===== src/rtl/two_wire_pkg.sv =====
`default_nettype none
package two_wire_pkg;

    // ----------------------------------------
    // Register byte offsets
    // ----------------------------------------
    localparam logic [4:0] OFS_STATUS = 5'h00;
    localparam logic [4:0] OFS_CTRL_ONE = 5'h04;
    localparam logic [4:0] OFS_CTRL_TWO = 5'h08;
    localparam logic [4:0] OFS_BUFFER = 5'h0C;
    localparam logic [4:0] OFS_ADDRESS = 5'h10;
    localparam logic [4:0] OFS_IRQ = 5'h14;

    // ----------------------------------------
    // Field positions
    // ----------------------------------------
    localparam int C1_WRITE_COLLISION = 7;
    localparam int C1_OVF = 6;
    localparam int C1_EN = 5;
    localparam int C1_CKREL = 4;
    localparam int C2_GENERAL_CALL_ENABLE = 7;
    localparam int C2_ACKST = 6;
    localparam int C2_ACK_DATA_VALUE = 5;
    localparam int C2_ACK_SEQUENCE_REQUEST = 4;
    localparam int C2_RECEIVE_REQUEST = 3;
    localparam int C2_STOP = 2;
    localparam int C2_RESTART = 1;
    localparam int C2_START = 0;

    // ----------------------------------------
    // Reset values
    // ----------------------------------------
    localparam logic [7:0] STATUS_RESET = 8'h00;
    localparam logic [7:0] CTRL_ONE_RESET = 8'h00;
    localparam logic [7:0] CTRL_TWO_RESET = 8'h00;

    // ----------------------------------------
    // Mode codes and bus constants
    // ----------------------------------------
    localparam logic [3:0] MODE_MASTER = 4'h8;
    localparam logic [3:0] MODE_FW_MASTER = 4'hB;
    localparam logic [3:0] MODE_SLAVE7 = 4'h6;
    localparam logic [3:0] MODE_SLAVE10 = 4'h7;
    localparam logic [3:0] MODE_SLAVE7_SP = 4'hE;
    localparam logic [3:0] MODE_SLAVE10_SP = 4'hF;
    localparam logic [7:0] GENERAL_CALL_ADDR = 8'h00;
    localparam logic [4:0] TEN_BIT_PREFIX = 5'h1E;
    localparam logic [3:0] BYTE_LAST = 4'h8;
    localparam logic [3:0] ACK_LAST = 4'h9;

    typedef enum logic [2:0] {
        M_IDLE = 3'b000,
        M_START = 3'b001,
        M_RESTART = 3'b010,
        M_STOP = 3'b011,
        M_TX = 3'b100,
        M_RX = 3'b101,
        M_ACK = 3'b110
    } master_state_e;

endpackage : two_wire_pkg
`default_nettype wire


===== src/rtl/two_wire_port.sv =====
// Contract
// Address register: slave address or baud reload
// Full received byte copied to buffer, flag
// Buffer write loads buffer and shift register
// Status bit 7 slew setting to pads
// Status bit 6 selects bus-variant input levels
// Slave data-or-address bit tracks last byte
// Start/stop seen flags, cleared by disable
// Slave direction bit from last matched address
// Master direction bit shows transmit busy
// Ten-bit slave asks for address update
// Buffer full while held or shifting
// Write collision on illegal buffer write
// Overflow when byte arrives into full buffer
// Enable connects pins to the port
// Slave clock release bit stretches clock
// Mode 1000 hardware master, 1011 firmware (code does not decode 1011; both lines stay released)
// Slave mode codes 0110,0111,1110,1111
// General call raises flag when enabled
// Master transmit records slave acknowledge
// Acknowledge sequence sends chosen bit
// Receive request clocks in one byte
// Condition requests generate, then self-clear
// Busy port refuses requests and buffer writes
// Full buffer: no acknowledge, flag still set
// Slave start bit enables receive stretching
// Bus lines only pulled low, open drain
//
// The register offsets and register access over Avalon-MM were decided locally.
`default_nettype none
module two_wire_port (
    input wire logic clk,
    input wire logic rst,
    input wire logic [4:0] address,
    input wire logic read,
    input wire logic write,
    input wire logic [31:0] writedata,
    input wire logic [3:0] byteenable,
    output logic [31:0] readdata,
    output logic waitrequest,
    input wire logic scl_in,
    output logic scl_out,
    output logic scl_oe,
    input wire logic sda_in,
    output logic sda_out,
    output logic sda_oe,
    output logic port_irq_flag,
    output logic slew_select,
    output logic smbus_levels,
    output logic pins_to_port
);
    import two_wire_pkg::*;

    // ----------------------------------------
    // State
    // ----------------------------------------
    typedef struct packed {
        logic [7:0] ctrl1;
        logic [7:0] ctrl2;
        logic slew;
        logic smb;
        logic data_addr;
        logic stop_seen;
        logic start_seen;
        logic rw;
        logic ua;
        logic bf;
        logic [7:0] tbuf;
        logic [7:0] sreg;
        logic [7:0] addr;
        logic irq;
        logic waitreq;
        logic [31:0] rdata;
        master_state_e mst;
        logic [1:0] phase;
        logic [3:0] bits;
        logic [6:0] brg;
        logic scl_prev;
        logic sda_prev;
        logic sl_match;
        logic [3:0] sl_bits;
        logic scl_low;
        logic sda_low;
        logic pin_level;
    } state_s;

    state_s st_r;
    state_s st_nxt;
    logic [7:0] rd_byte;
    logic en, is_master, is_slave, ten_bit, sp_irq, master_idle;
    logic wr_hit, rd_hit, tick, slave_tx;
    logic scl_rise, scl_fall, start_det, stop_det, addr_hit, gc_hit;

    assign en = st_r.ctrl1[C1_EN];
    assign is_master = en && st_r.ctrl1[3:0] == MODE_MASTER;
    assign is_slave = en && (st_r.ctrl1[3:0] == MODE_SLAVE7 ||
        st_r.ctrl1[3:0] == MODE_SLAVE10 ||
        st_r.ctrl1[3:0] == MODE_SLAVE7_SP ||
        st_r.ctrl1[3:0] == MODE_SLAVE10_SP);
    assign ten_bit = st_r.ctrl1[3:0] == MODE_SLAVE10 ||
        st_r.ctrl1[3:0] == MODE_SLAVE10_SP;
    assign sp_irq = st_r.ctrl1[3:0] == MODE_SLAVE7_SP ||
        st_r.ctrl1[3:0] == MODE_SLAVE10_SP;
    assign master_idle = st_r.mst == M_IDLE && !st_r.rw &&
        st_r.ctrl2[4:0] == 5'h00;
    assign wr_hit = write && st_r.waitreq && byteenable[0];
    assign rd_hit = read && st_r.waitreq;
    assign tick = st_r.brg == 7'h00;
    assign slave_tx = st_r.sl_match && st_r.rw;
    assign scl_rise = scl_in && !st_r.scl_prev;
    assign scl_fall = !scl_in && st_r.scl_prev;
    assign start_det = scl_in && st_r.scl_prev && st_r.sda_prev && !sda_in;
    assign stop_det = scl_in && st_r.scl_prev && !st_r.sda_prev && sda_in;
    assign addr_hit = (ten_bit && st_r.sreg[7:3] != TEN_BIT_PREFIX) ?
        st_r.sreg == st_r.addr : st_r.sreg[7:1] == st_r.addr[7:1];
    assign gc_hit = st_r.ctrl2[C2_GENERAL_CALL_ENABLE] &&
        st_r.sreg == GENERAL_CALL_ADDR;

    // ----------------------------------------
    // Read mux
    // ----------------------------------------
    always_comb begin
        rd_byte = 8'h00;
        if (address == OFS_STATUS) begin
            rd_byte = {st_r.slew, st_r.smb, st_r.data_addr, st_r.stop_seen,
                st_r.start_seen, st_r.rw, st_r.ua, st_r.bf};
        end else if (address == OFS_CTRL_ONE) begin
            rd_byte = st_r.ctrl1;
        end else if (address == OFS_CTRL_TWO) begin
            rd_byte = st_r.ctrl2;
        end else if (address == OFS_BUFFER) begin
            rd_byte = st_r.tbuf;
        end else if (address == OFS_ADDRESS) begin
            rd_byte = st_r.addr;
        end else if (address == OFS_IRQ) begin
            rd_byte = {7'h00, st_r.irq};
        end
    end

    // ----------------------------------------
    // Next state
    // ----------------------------------------
    always_comb begin
        st_nxt = st_r;
        st_nxt.waitreq = 1'b1;
        st_nxt.scl_prev = scl_in;
        st_nxt.sda_prev = sda_in;
        // Bus slave: one wait state, then answer
        if (rd_hit || (write && st_r.waitreq)) begin
            st_nxt.waitreq = 1'b0;
        end
        if (rd_hit) begin
            st_nxt.rdata = {24'h000000, rd_byte};
            if (address == OFS_BUFFER) begin
                st_nxt.bf = 1'b0;
            end
        end
        if (wr_hit) begin
            if (address == OFS_STATUS) begin
                st_nxt.slew = writedata[7];
                st_nxt.smb = writedata[6];
            end else if (address == OFS_CTRL_ONE) begin
                st_nxt.ctrl1 = writedata[7:0];
            end else if (address == OFS_CTRL_TWO) begin
                st_nxt.ctrl2[7:5] = writedata[7:5];
                if (!is_master || master_idle) begin
                    st_nxt.ctrl2[4:0] = writedata[4:0];
                end
            end else if (address == OFS_BUFFER) begin
                if (is_master && !master_idle) begin
                    st_nxt.ctrl1[C1_WRITE_COLLISION] = 1'b1;
                end else if (is_slave && slave_tx &&
                    st_r.sl_bits != 4'h0 && st_r.sl_bits < BYTE_LAST) begin
                    st_nxt.ctrl1[C1_WRITE_COLLISION] = 1'b1;
                end else begin
                    st_nxt.tbuf = writedata[7:0];
                    st_nxt.sreg = writedata[7:0];
                    st_nxt.bf = en;
                    if (is_master) begin
                        st_nxt.rw = 1'b1;
                        st_nxt.mst = M_TX;
                        st_nxt.phase = 2'h0;
                        st_nxt.bits = 4'h0;
                    end
                end
            end else if (address == OFS_ADDRESS) begin
                st_nxt.addr = writedata[7:0];
                st_nxt.ua = 1'b0;
            end else if (address == OFS_IRQ) begin
                if (writedata[0]) begin
                    st_nxt.irq = 1'b0;
                end
            end
        end

        // Bus condition monitor
        if (en && start_det) begin
            st_nxt.start_seen = 1'b1;
            st_nxt.stop_seen = 1'b0;
            st_nxt.sl_bits = 4'h0;
            st_nxt.sl_match = 1'b0;
            if (is_slave) begin
                st_nxt.rw = 1'b0;
                st_nxt.irq = st_r.irq | sp_irq;
            end
        end else if (en && stop_det) begin
            st_nxt.stop_seen = 1'b1;
            st_nxt.start_seen = 1'b0;
            st_nxt.sl_bits = 4'h0;
            st_nxt.sl_match = 1'b0;
            if (is_slave) begin
                st_nxt.rw = 1'b0;
                st_nxt.irq = st_r.irq | sp_irq;
            end
        end

        // Master engine, quarter-bit ticks
        if (is_master) begin
            st_nxt.brg = tick ? st_r.addr[6:0] :
                7'(st_r.brg - 7'h01);
            case (st_r.mst)
                M_IDLE: begin
                    st_nxt.phase = 2'h0;
                    st_nxt.bits = 4'h0;
                    if (st_r.ctrl2[C2_START]) begin
                        st_nxt.mst = M_START;
                    end else if (st_r.ctrl2[C2_RESTART]) begin
                        st_nxt.mst = M_RESTART;
                    end else if (st_r.ctrl2[C2_STOP]) begin
                        st_nxt.mst = M_STOP;
                    end else if (st_r.ctrl2[C2_RECEIVE_REQUEST]) begin
                        st_nxt.mst = M_RX;
                    end else if (st_r.ctrl2[C2_ACK_SEQUENCE_REQUEST]) begin
                        st_nxt.mst = M_ACK;
                    end
                end
                M_START, M_RESTART, M_STOP: begin
                    if (tick) begin
                        st_nxt.phase = 2'(st_r.phase + 2'h1);
                        if (st_r.mst == M_START) begin
                            st_nxt.sda_low = st_r.phase != 2'h0;
                            st_nxt.scl_low = st_r.phase >= 2'h2;
                        end else if (st_r.mst == M_RESTART) begin
                            st_nxt.sda_low = st_r.phase >= 2'h2;
                            st_nxt.scl_low = st_r.phase == 2'h0 ||
                                st_r.phase == 2'h3;
                        end else begin
                            st_nxt.sda_low = st_r.phase < 2'h2;
                            st_nxt.scl_low = st_r.phase == 2'h0;
                        end
                        if (st_r.phase == 2'h3) begin
                            st_nxt.mst = M_IDLE;
                            st_nxt.irq = 1'b1;
                            st_nxt.ctrl2[2:0] = 3'h0;
                        end
                    end
                end
                default: begin
                    if (tick) begin
                        st_nxt.phase = 2'(st_r.phase + 2'h1);
                        case (st_r.phase)
                            2'h0: begin
                                st_nxt.scl_low = 1'b1;
                                if (st_r.mst == M_ACK) begin
                                    st_nxt.sda_low =
                                        !st_r.ctrl2[C2_ACK_DATA_VALUE];
                                end else if (st_r.mst == M_TX) begin
                                    st_nxt.sda_low = st_r.bits < BYTE_LAST &&
                                        !st_r.sreg[7];
                                end else begin
                                    st_nxt.sda_low = 1'b0;
                                end
                            end
                            2'h1: st_nxt.scl_low = 1'b0;
                            2'h2: begin
                                if (st_r.mst == M_TX) begin
                                    if (st_r.bits == BYTE_LAST) begin
                                        st_nxt.ctrl2[C2_ACKST] = sda_in;
                                    end else begin
                                        st_nxt.sreg = {st_r.sreg[6:0], 1'b0};
                                    end
                                end else if (st_r.mst == M_RX) begin
                                    st_nxt.sreg = {st_r.sreg[6:0], sda_in};
                                end
                            end
                            default: begin
                                st_nxt.scl_low = 1'b1;
                                st_nxt.bits = 4'(st_r.bits + 4'h1);
                                if (st_r.mst == M_TX &&
                                    st_r.bits == BYTE_LAST) begin
                                    st_nxt.mst = M_IDLE;
                                    st_nxt.sda_low = 1'b0;
                                    st_nxt.rw = 1'b0;
                                    st_nxt.bf = 1'b0;
                                    st_nxt.irq = 1'b1;
                                end else if (st_r.mst == M_RX &&
                                    st_r.bits == 4'h7) begin
                                    st_nxt.mst = M_IDLE;
                                    st_nxt.ctrl2[C2_RECEIVE_REQUEST] = 1'b0;
                                    st_nxt.irq = 1'b1;
                                    if (st_r.bf) begin
                                        st_nxt.ctrl1[C1_OVF] = 1'b1;
                                    end else begin
                                        st_nxt.tbuf = st_r.sreg;
                                        st_nxt.bf = 1'b1;
                                    end
                                end else if (st_r.mst == M_ACK) begin
                                    st_nxt.mst = M_IDLE;
                                    st_nxt.sda_low = 1'b0;
                                    st_nxt.ctrl2[C2_ACK_SEQUENCE_REQUEST] = 1'b0;
                                    st_nxt.irq = 1'b1;
                                end
                            end
                        endcase
                    end
                end
            endcase
        end else if (is_slave) begin
            st_nxt.mst = M_IDLE;
            if (scl_rise && st_r.sl_bits < ACK_LAST) begin
                st_nxt.sl_bits = 4'(st_r.sl_bits + 4'h1);
                if (!slave_tx && st_r.sl_bits < BYTE_LAST) begin
                    st_nxt.sreg = {st_r.sreg[6:0], sda_in};
                end
                if (slave_tx && st_r.sl_bits == BYTE_LAST && sda_in) begin
                    st_nxt.sl_match = 1'b0;
                    st_nxt.rw = 1'b0;
                end
            end
            if (scl_fall && st_r.sl_bits == BYTE_LAST) begin
                if (slave_tx) begin
                    st_nxt.sda_low = 1'b0;
                    st_nxt.bf = 1'b0;
                    st_nxt.data_addr = 1'b1;
                    st_nxt.irq = 1'b1;
                end else if (st_r.sl_match || addr_hit || gc_hit) begin
                    st_nxt.irq = 1'b1;
                    if (st_r.bf || st_r.ctrl1[C1_OVF]) begin
                        st_nxt.ctrl1[C1_OVF] = st_r.ctrl1[C1_OVF] |
                            st_r.bf;
                    end else begin
                        st_nxt.tbuf = st_r.sreg;
                        st_nxt.bf = 1'b1;
                        st_nxt.sda_low = 1'b1;
                        st_nxt.data_addr = st_r.sl_match;
                        if (!st_r.sl_match) begin
                            st_nxt.rw = st_r.sreg[0] && !gc_hit;
                            st_nxt.ua = ten_bit && !st_r.sreg[0];
                            st_nxt.sl_match = !ten_bit || gc_hit ||
                                st_r.sreg[0] ||
                                st_r.sreg[7:3] != TEN_BIT_PREFIX;
                        end
                    end
                end
            end
            if (scl_fall && st_r.sl_bits == ACK_LAST) begin
                st_nxt.sda_low = 1'b0;
                st_nxt.sl_bits = 4'h0;
                if (st_r.sl_match &&
                    (st_r.rw || st_r.ctrl2[C2_START])) begin
                    st_nxt.ctrl1[C1_CKREL] = 1'b0;
                end
            end
            if (scl_fall && slave_tx && st_r.sl_bits != 4'h0 &&
                st_r.sl_bits < BYTE_LAST) begin
                st_nxt.sreg = {st_r.sreg[6:0], 1'b0};
            end
            if (slave_tx && st_r.sl_bits < BYTE_LAST &&
                !(scl_fall && st_r.sl_bits == ACK_LAST)) begin
                st_nxt.sda_low = !st_nxt.sreg[7];
            end
            st_nxt.scl_low = st_nxt.sl_match && st_nxt.sl_bits == 4'h0 &&
                !st_nxt.ctrl1[C1_CKREL];
        end else begin
            st_nxt.mst = M_IDLE;
            st_nxt.scl_low = 1'b0;
            st_nxt.sda_low = 1'b0;
        end

        if (!en) begin
            st_nxt.start_seen = 1'b0;
            st_nxt.stop_seen = 1'b0;
            st_nxt.sl_match = 1'b0;
            st_nxt.sl_bits = 4'h0;
            st_nxt.scl_low = 1'b0;
            st_nxt.sda_low = 1'b0;
        end
    end

    // ----------------------------------------
    // Registers
    // ----------------------------------------
    always_ff @(posedge clk) begin
        if (rst) begin
            st_r <= '0;
            st_r.ctrl1 <= CTRL_ONE_RESET;
            st_r.ctrl2 <= CTRL_TWO_RESET;
            {st_r.slew, st_r.smb, st_r.data_addr, st_r.stop_seen,
                st_r.start_seen, st_r.rw, st_r.ua, st_r.bf} <= STATUS_RESET;
            st_r.waitreq <= 1'b1;
            st_r.scl_prev <= 1'b1;
            st_r.sda_prev <= 1'b1;
        end else begin
            st_r <= st_nxt;
        end
    end

    assign readdata = st_r.rdata;
    assign waitrequest = st_r.waitreq;
    assign scl_out = st_r.pin_level;
    assign sda_out = st_r.pin_level;
    assign scl_oe = st_r.scl_low;
    assign sda_oe = st_r.sda_low;
    assign port_irq_flag = st_r.irq;
    assign slew_select = st_r.slew;
    assign smbus_levels = st_r.smb;
    assign pins_to_port = st_r.ctrl1[C1_EN];

endmodule : two_wire_port
`default_nettype wire


===== config.mk =====
export PLATFORM = sky130hd
export DESIGN_NAME = two_wire_port
export DESIGN_NICKNAME = d
export VERILOG_FILES = /design/src/rtl/two_wire_pkg.sv /design/src/rtl/two_wire_port.sv
export SDC_FILE = /design/constraint.sdc
export NUM_CORES = 1
export LEC_CHECK = 0
export ABC_CLOCK_PERIOD_IN_PS = 3400
export BUFFER_PORTS_ARGS = -buffer_cell sky130_fd_sc_hd__buf_2
export CAP_MARGIN = 5
export CELL_PAD_IN_SITES_DETAIL_PLACEMENT = 1
export CELL_PAD_IN_SITES_GLOBAL_PLACEMENT = 1
export CORE_MARGIN = 4
export CORE_UTILIZATION = 40
export DETAILED_ROUTE_END_ITERATION = 10
export PLACE_DENSITY_LB_ADDON = 0.15
export SYNTH_ARGS = -nofsm -noshare
export SYNTH_HDL_FRONTEND = slang
export SYNTH_SLANG_ARGS = --single-unit
export TNS_END_PERCENT = 5

===== constraint.sdc =====
create_clock -name clk -period 3.4 [get_ports clk]
set_input_delay 0 -clock clk [delete_from_list [all_inputs] [get_ports clk]]
set_output_delay 0 -clock clk [all_outputs]
set_load 0.005 [all_outputs]

; Word-level counts from Yosys, hierarchy flattened
; Cells that the tools add are included.
[totals]
ff_bits = 83
input_bits = 47
output_inout_bits = 41
[classes]
add_sub_neg = 4
order_cmp = 5
eq_ne = 37
mux = 191
bitwise_logic = 8
n_reduce_logical = 101
[ops]
columns = op, n
row1 = $mux W8, 19
row2 = $mux W17, 7
row3 = $mux W9, 13
row4 = $mux W28, 4
row5 = $mux W1, 94
row6 = $logic_and A1 B1 Y1, 42
row7 = $mux W5, 8
row8 = $mux W3, 13
row9 = $mux W11, 3
row10 = $mux W2, 15
row11 = $eq A4 B4 Y1 const B, 6
row12 = $mux W19, 1
row13 = $logic_not A1 Y1, 16
row14 = $mux W4, 4
row15 = $logic_or A1 B1 Y1, 15
row16 = $mux W15, 1
row17 = $mux W7, 2
row18 = $mux W13, 1
row19 = $eq A4 B3 Y1 const B, 3
row20 = $lt A4 B4 Y1 const B, 3
row21 = $eq A5 B4 Y1 const B, 2
row22 = $eq A5 B5 Y1 const B, 2
row23 = $logic_not A5 Y1, 2
row24 = $pmux W5 S2, 1
row25 = other kinds (45), 69

; Logic depth before layout (Yosys ltp)
[depth]
ltp_word = 27
ltp_mapped = 9
mapped_depth_nobuf = 8

; Least setup slack after synthesis
; No wires, ideal clock.
[synth_timing]
kind = register -> register
startpoint = reg st_r[3] in the netlist's numbering
endpoint = reg st_r, in the netlist sda_oe
setup_time_ps = 86
arrival_ps = 1922
t_required_ps = 3314
path_slack_ps = 1392
path_stages_with_launch = 9
n_path_buf = 0
period_less_slack_ps = 2008
cell_sequence = dfxtp_1 -> inv_1 -> ha_1 -> nor2b_1 -> or4_1 -> a211o_1 -> o21ai_0 -> a221oi_1 -> a211oi_1
[synth_between]
elab_chain_len = 19
[synth_rtl]
columns = element, line
row1 = start: declaration, two_wire_port.sv:87  ; state_s st_r;
row2 = start signal: assignment, two_wire_port.sv:404  ; st_r <= st_nxt;
row3 = branches (longest 19 deep; another with $lt A4 B4 Y1), --
; Several ways; the timed one is not identified. The select of a mux whose other input is x is not followed.
; A chain may end at the register's enable or synchronous reset.

; Final worst setup path
[layout_timing]
startpoint = reg st_r[25] in the netlist's numbering
endpoint = reg st_r[77] in the netlist's numbering
[layout_between]
elab_chain_len = 18
[layout_rtl]
columns = element, line
row1 = $logic_not A3 Y1, "two_wire_port.sv:104, two_wire_port.sv:221"
row2 = $logic_and A1 B1 Y1 (2 in series), two_wire_port.sv:104  ; assign master_idle = st_r.mst == M_IDLE && !st_r.rw &&
row3 = $logic_not A1 Y1, two_wire_port.sv:170  ; if (is_master && !master_idle) begin
row4 = $logic_and A1 B1 Y1, two_wire_port.sv:170
row5 = $mux W17, two_wire_port.sv:170
row6 = $mux W17, two_wire_port.sv:169  ; end else if (address == OFS_BUFFER) begin
row7 = $mux W28, two_wire_port.sv:164  ; end else if (address == OFS_CTRL_TWO) begin
row8 = $mux W28, two_wire_port.sv:162  ; end else if (address == OFS_CTRL_ONE) begin
row9 = $mux W28, two_wire_port.sv:159  ; if (address == OFS_STATUS) begin
row10 = $mux W28, two_wire_port.sv:158  ; if (wr_hit) begin
row11 = $mux W9, two_wire_port.sv:301  ; if (st_r.bf) begin
row12 = $mux W9, two_wire_port.sv:296  ; end else if (st_r.mst == M_RX &&
row13 = $mux W8, two_wire_port.sv:289  ; if (st_r.mst == M_TX &&
row14 = $mux W9, two_wire_port.sv:261  ; case (st_r.phase)
row15 = $mux W17, two_wire_port.sv:259  ; if (tick) begin
row16 = $mux W17, two_wire_port.sv:221  ; case (st_r.mst)
row17 = $mux W17 (*), two_wire_port.sv:218  ; if (is_master) begin
; Every way passes the cells marked *; elsewhere a longest branch is shown, timed or not.

==> results.json <==
{
  "cts_resized": 0,
  "finalSetupViolCount": 0,
  "period_share_pct": 80.3,
  "drt_first_iter_violations": 450,
  "async_flop_share_pct": 0,
  "whs_ns": 0.00929,
  "clock_path_buffers": 2,
  "ys_warn_count": 0,
  "timing.rr.end": "st_r[77]",
  "nets": 709,
  "avgRoutedWirePerCell_um": 21.7,
  "total_power_w": 0.00219,
  "drv_cap": 0,
  "hp-class": "input port to flop",
  "drc": 0,
  "synth_seq_cells": 83,
  "rrSetupSlack_ns": 0.67,
  "endpoint_kind": "flop",
  "cp-start-kind": "flop",
  "max_slew_margin_pct": 43.9,
  "crit_fanout": 18,
  "hold_path_depth": 3,
  "antenna_found_initial": 0,
  "numClockSinks": 83,
  "grt_pass1_wl_um": 28200,
  "area_growth_pct": 9.83,
  "clockRootBuffer": "clkbuf_16",
  "r2r-start": "st_r[25]",
  "wl_um": 18000,
  "status": "complete, no violations",
  "period_needed_ns": 2.73,
  "min_from": "writedata[3]",
  "dp_hpwl_um": 13000,
  "grt_pass1_vias": 4847,
  "yosysUniqueCellTypes": 71,
  "p_leak_nw": 2.01,
  "synth.most_common_cell": "nor2_1",
  "dr.pass1.iters": 5,
  "antenna_cells": 0,
  "synth_common_cells": "nor2_1, dfxtp_1, nand2_1, buf_4, mux2i_1",
  "ys_seq_area_share_pct": 32.1,
  "gp_congestion": 0.859,
  "vias": 4993,
  "port_buffers": 34,
  "syn_area_um2": 5180,
  "grt_max_degree": 60,
  "core_region_area_um2": 12700,
  "final_max_slew_viol_count": 0,
  "synth_top_area_share_pct": 32.1,
  "synthTopCellsByArea": "dfxtp_1, nor2_1, mux2i_1",
  "netlist_instances": 637,
  "ant_nets": 0,
  "die_w_um": 122,
  "die-area_um2": 14800,
  "fmax_mhz": 366,
  "avgViaCountPerCell": 6.03,
  "grt_util_all_layers_pct": 24.9,
  "finClkSkew_ns": 0.00603,
  "synth_edf_count": 0,
  "tns_ns": 0,
  "rr_worst_depth": 5,
  "finalHoldViolations": 0,
  "cts_inserted_buffers": 9,
  "drive_above_1_share_pct": 12.7,
  "path_class": "flop to flop",
  "rsz0062_at_grt": "false",
  "rows": 41,
  "clk-insertion-delay-late_ns": 0.35,
  "worstPathRequired_ns": 3.65,
  "power_density_nw_per_um2": 385,
  "initial_core_util_pct": 40.9,
  "syn_avg_cell_area_um2": 8.13,
  "synth_top_area_cell": "dfxtp_1",
  "die_y_um": 122,
  "h-tree-depth": 3,
  "grt.overflow.total": 0,
  "min_to": "st_r[103]",
  "vdd_drop_max_v": 0.000195,
  "cts_setup_buffers": 0,
  "cts_tree": "built",
  "tightest_slew_ns": 0.830,
  "ys.flop_type": "dfxtp_1",
  "path_clk_slew_ns": 0.06,
  "ios": 88,
  "crit_arrival_ns": 2.98
}
where the power goes:
group | internal, W | switching, W | leakage, nW
clock | 0.000660 | 0.000416 | 0.148
combinational | 0.0000401 | 0.0000833 | 1.19
sequential | 0.000982 | 0.00000771 | 0.671
total | 0.00168 | 0.000507 | 2.01
cell usage in the layout, fill, tap and decap left out, types with 5 or more instances in the layout:
master	synthesis	layout
nor3_1	23	23
a311oi_1	8	8
dfxtp_1	83	83
a31oi_1	11	11
a21oi_1	27	27
nor2_1	85	85
dlygate4sd3_1	0	8
or3_1	7	7
nand3_1	18	18
buf_4	36	8
nand4_1	9	9
nand2_1	49	49
o211ai_1	7	7
nor4_1	8	8
xnor2_1	9	9
and3_1	8	8
nand2b_1	5	5
conb_1	1	26
nand3b_1	7	7
nor2b_1	5	5
a221oi_1	11	11
a211oi_1	16	16
clkbuf_16	0	9
mux2_2	10	10
a22oi_1	10	10
inv_1	17	17
o21ai_0	28	28
ha_1	10	10
mux2i_1	31	31
buf_2	8	34
and2_1	5	5
per-stage QoR:
stage	area, um2	worst slack, ns	utilization, %	std cells
floorplan	5270	1.39	-	662
CTS	5690	0.713	44.9	828
global route	5690	0.538	44.9	828
detailed placement	5290	0.774	41.7	805
finish	5690	0.671	44.9	828
global placement	5290	0.874	41.7	805
layer usage:
layer	GRT usage (%)	vias up	wire, um
met4	10.6	0	467
met5	0	-	0
met2	39.4	176	8420
li1	-	2312	-
met3	3.30	25	1080
met1	34.0	2480	8010
worst max-delay path by stage:
stage,from,end,slack (ns),cells past startpoint
after floorplan,st_r[3],sda_oe,1.39,8
after global placement,st_r[25],st_r[77],0.87,6
after detailed placement,st_r[25],st_r[77],0.77,6
after CTS,st_r[25],st_r[77],0.71,5
after global routing,st_r[25],st_r[78],0.54,6
final,st_r[25],st_r[77],0.67,5
worst max-delay path, stage by stage, from the launching register on:
cell and delay [ns]:
dfxtp_1 0.78, nand3b_1 0.24, or3_1 0.49, nor3_2 0.41
a22oi_2 0.33, a311oi_1 0.37
cell families (layout without fill, tap and decap cells):
| kind of cell | after synthesis | after routing | synth area share [%] |
|---|---|---|---|
| simple gates | 251 | 251 | 25.0 |
| compound gates | 153 | 153 | 20.8 |
| buf+inv | 88 | 82 | 9.50 |
| flops | 83 | 83 | 32.1 |
| mux | 42 | 42 | 8.60 |
| fa+ha+maj | 10 | 10 | 2.42 |
| xor+xnor | 9 | 9 | 1.52 |
| other cells | 1 | 26 | 0.0724 |
sequential cells by signal, indices dropped and copies added, names as in the netlist:
signal	count
scl_oe	1
pins_to_port	1
smbus_levels	1
waitrequest	1
readdata	8
slew_select	1
st_r	68
port_irq_flag	1
sda_oe	1
repair_timing:
action	in CTS	in global routing
hold buffers	8	0
endpoints found under the setup margin	0	0
endpoints found under the hold margin	13	0
area by class of cell:
type | instances | area, um2
inverter | 17 | 63.8
clock buffer | 11 | 243
multi-input combinational | 491 | 3120
sequential | 83 | 1660
clock inverter | 4 | 75.1
fill | 1555 | 6980
timing repair buffer | 50 | 310
tap | 172 | 215
No activity file was read; power rests on OpenSTA's default activity.
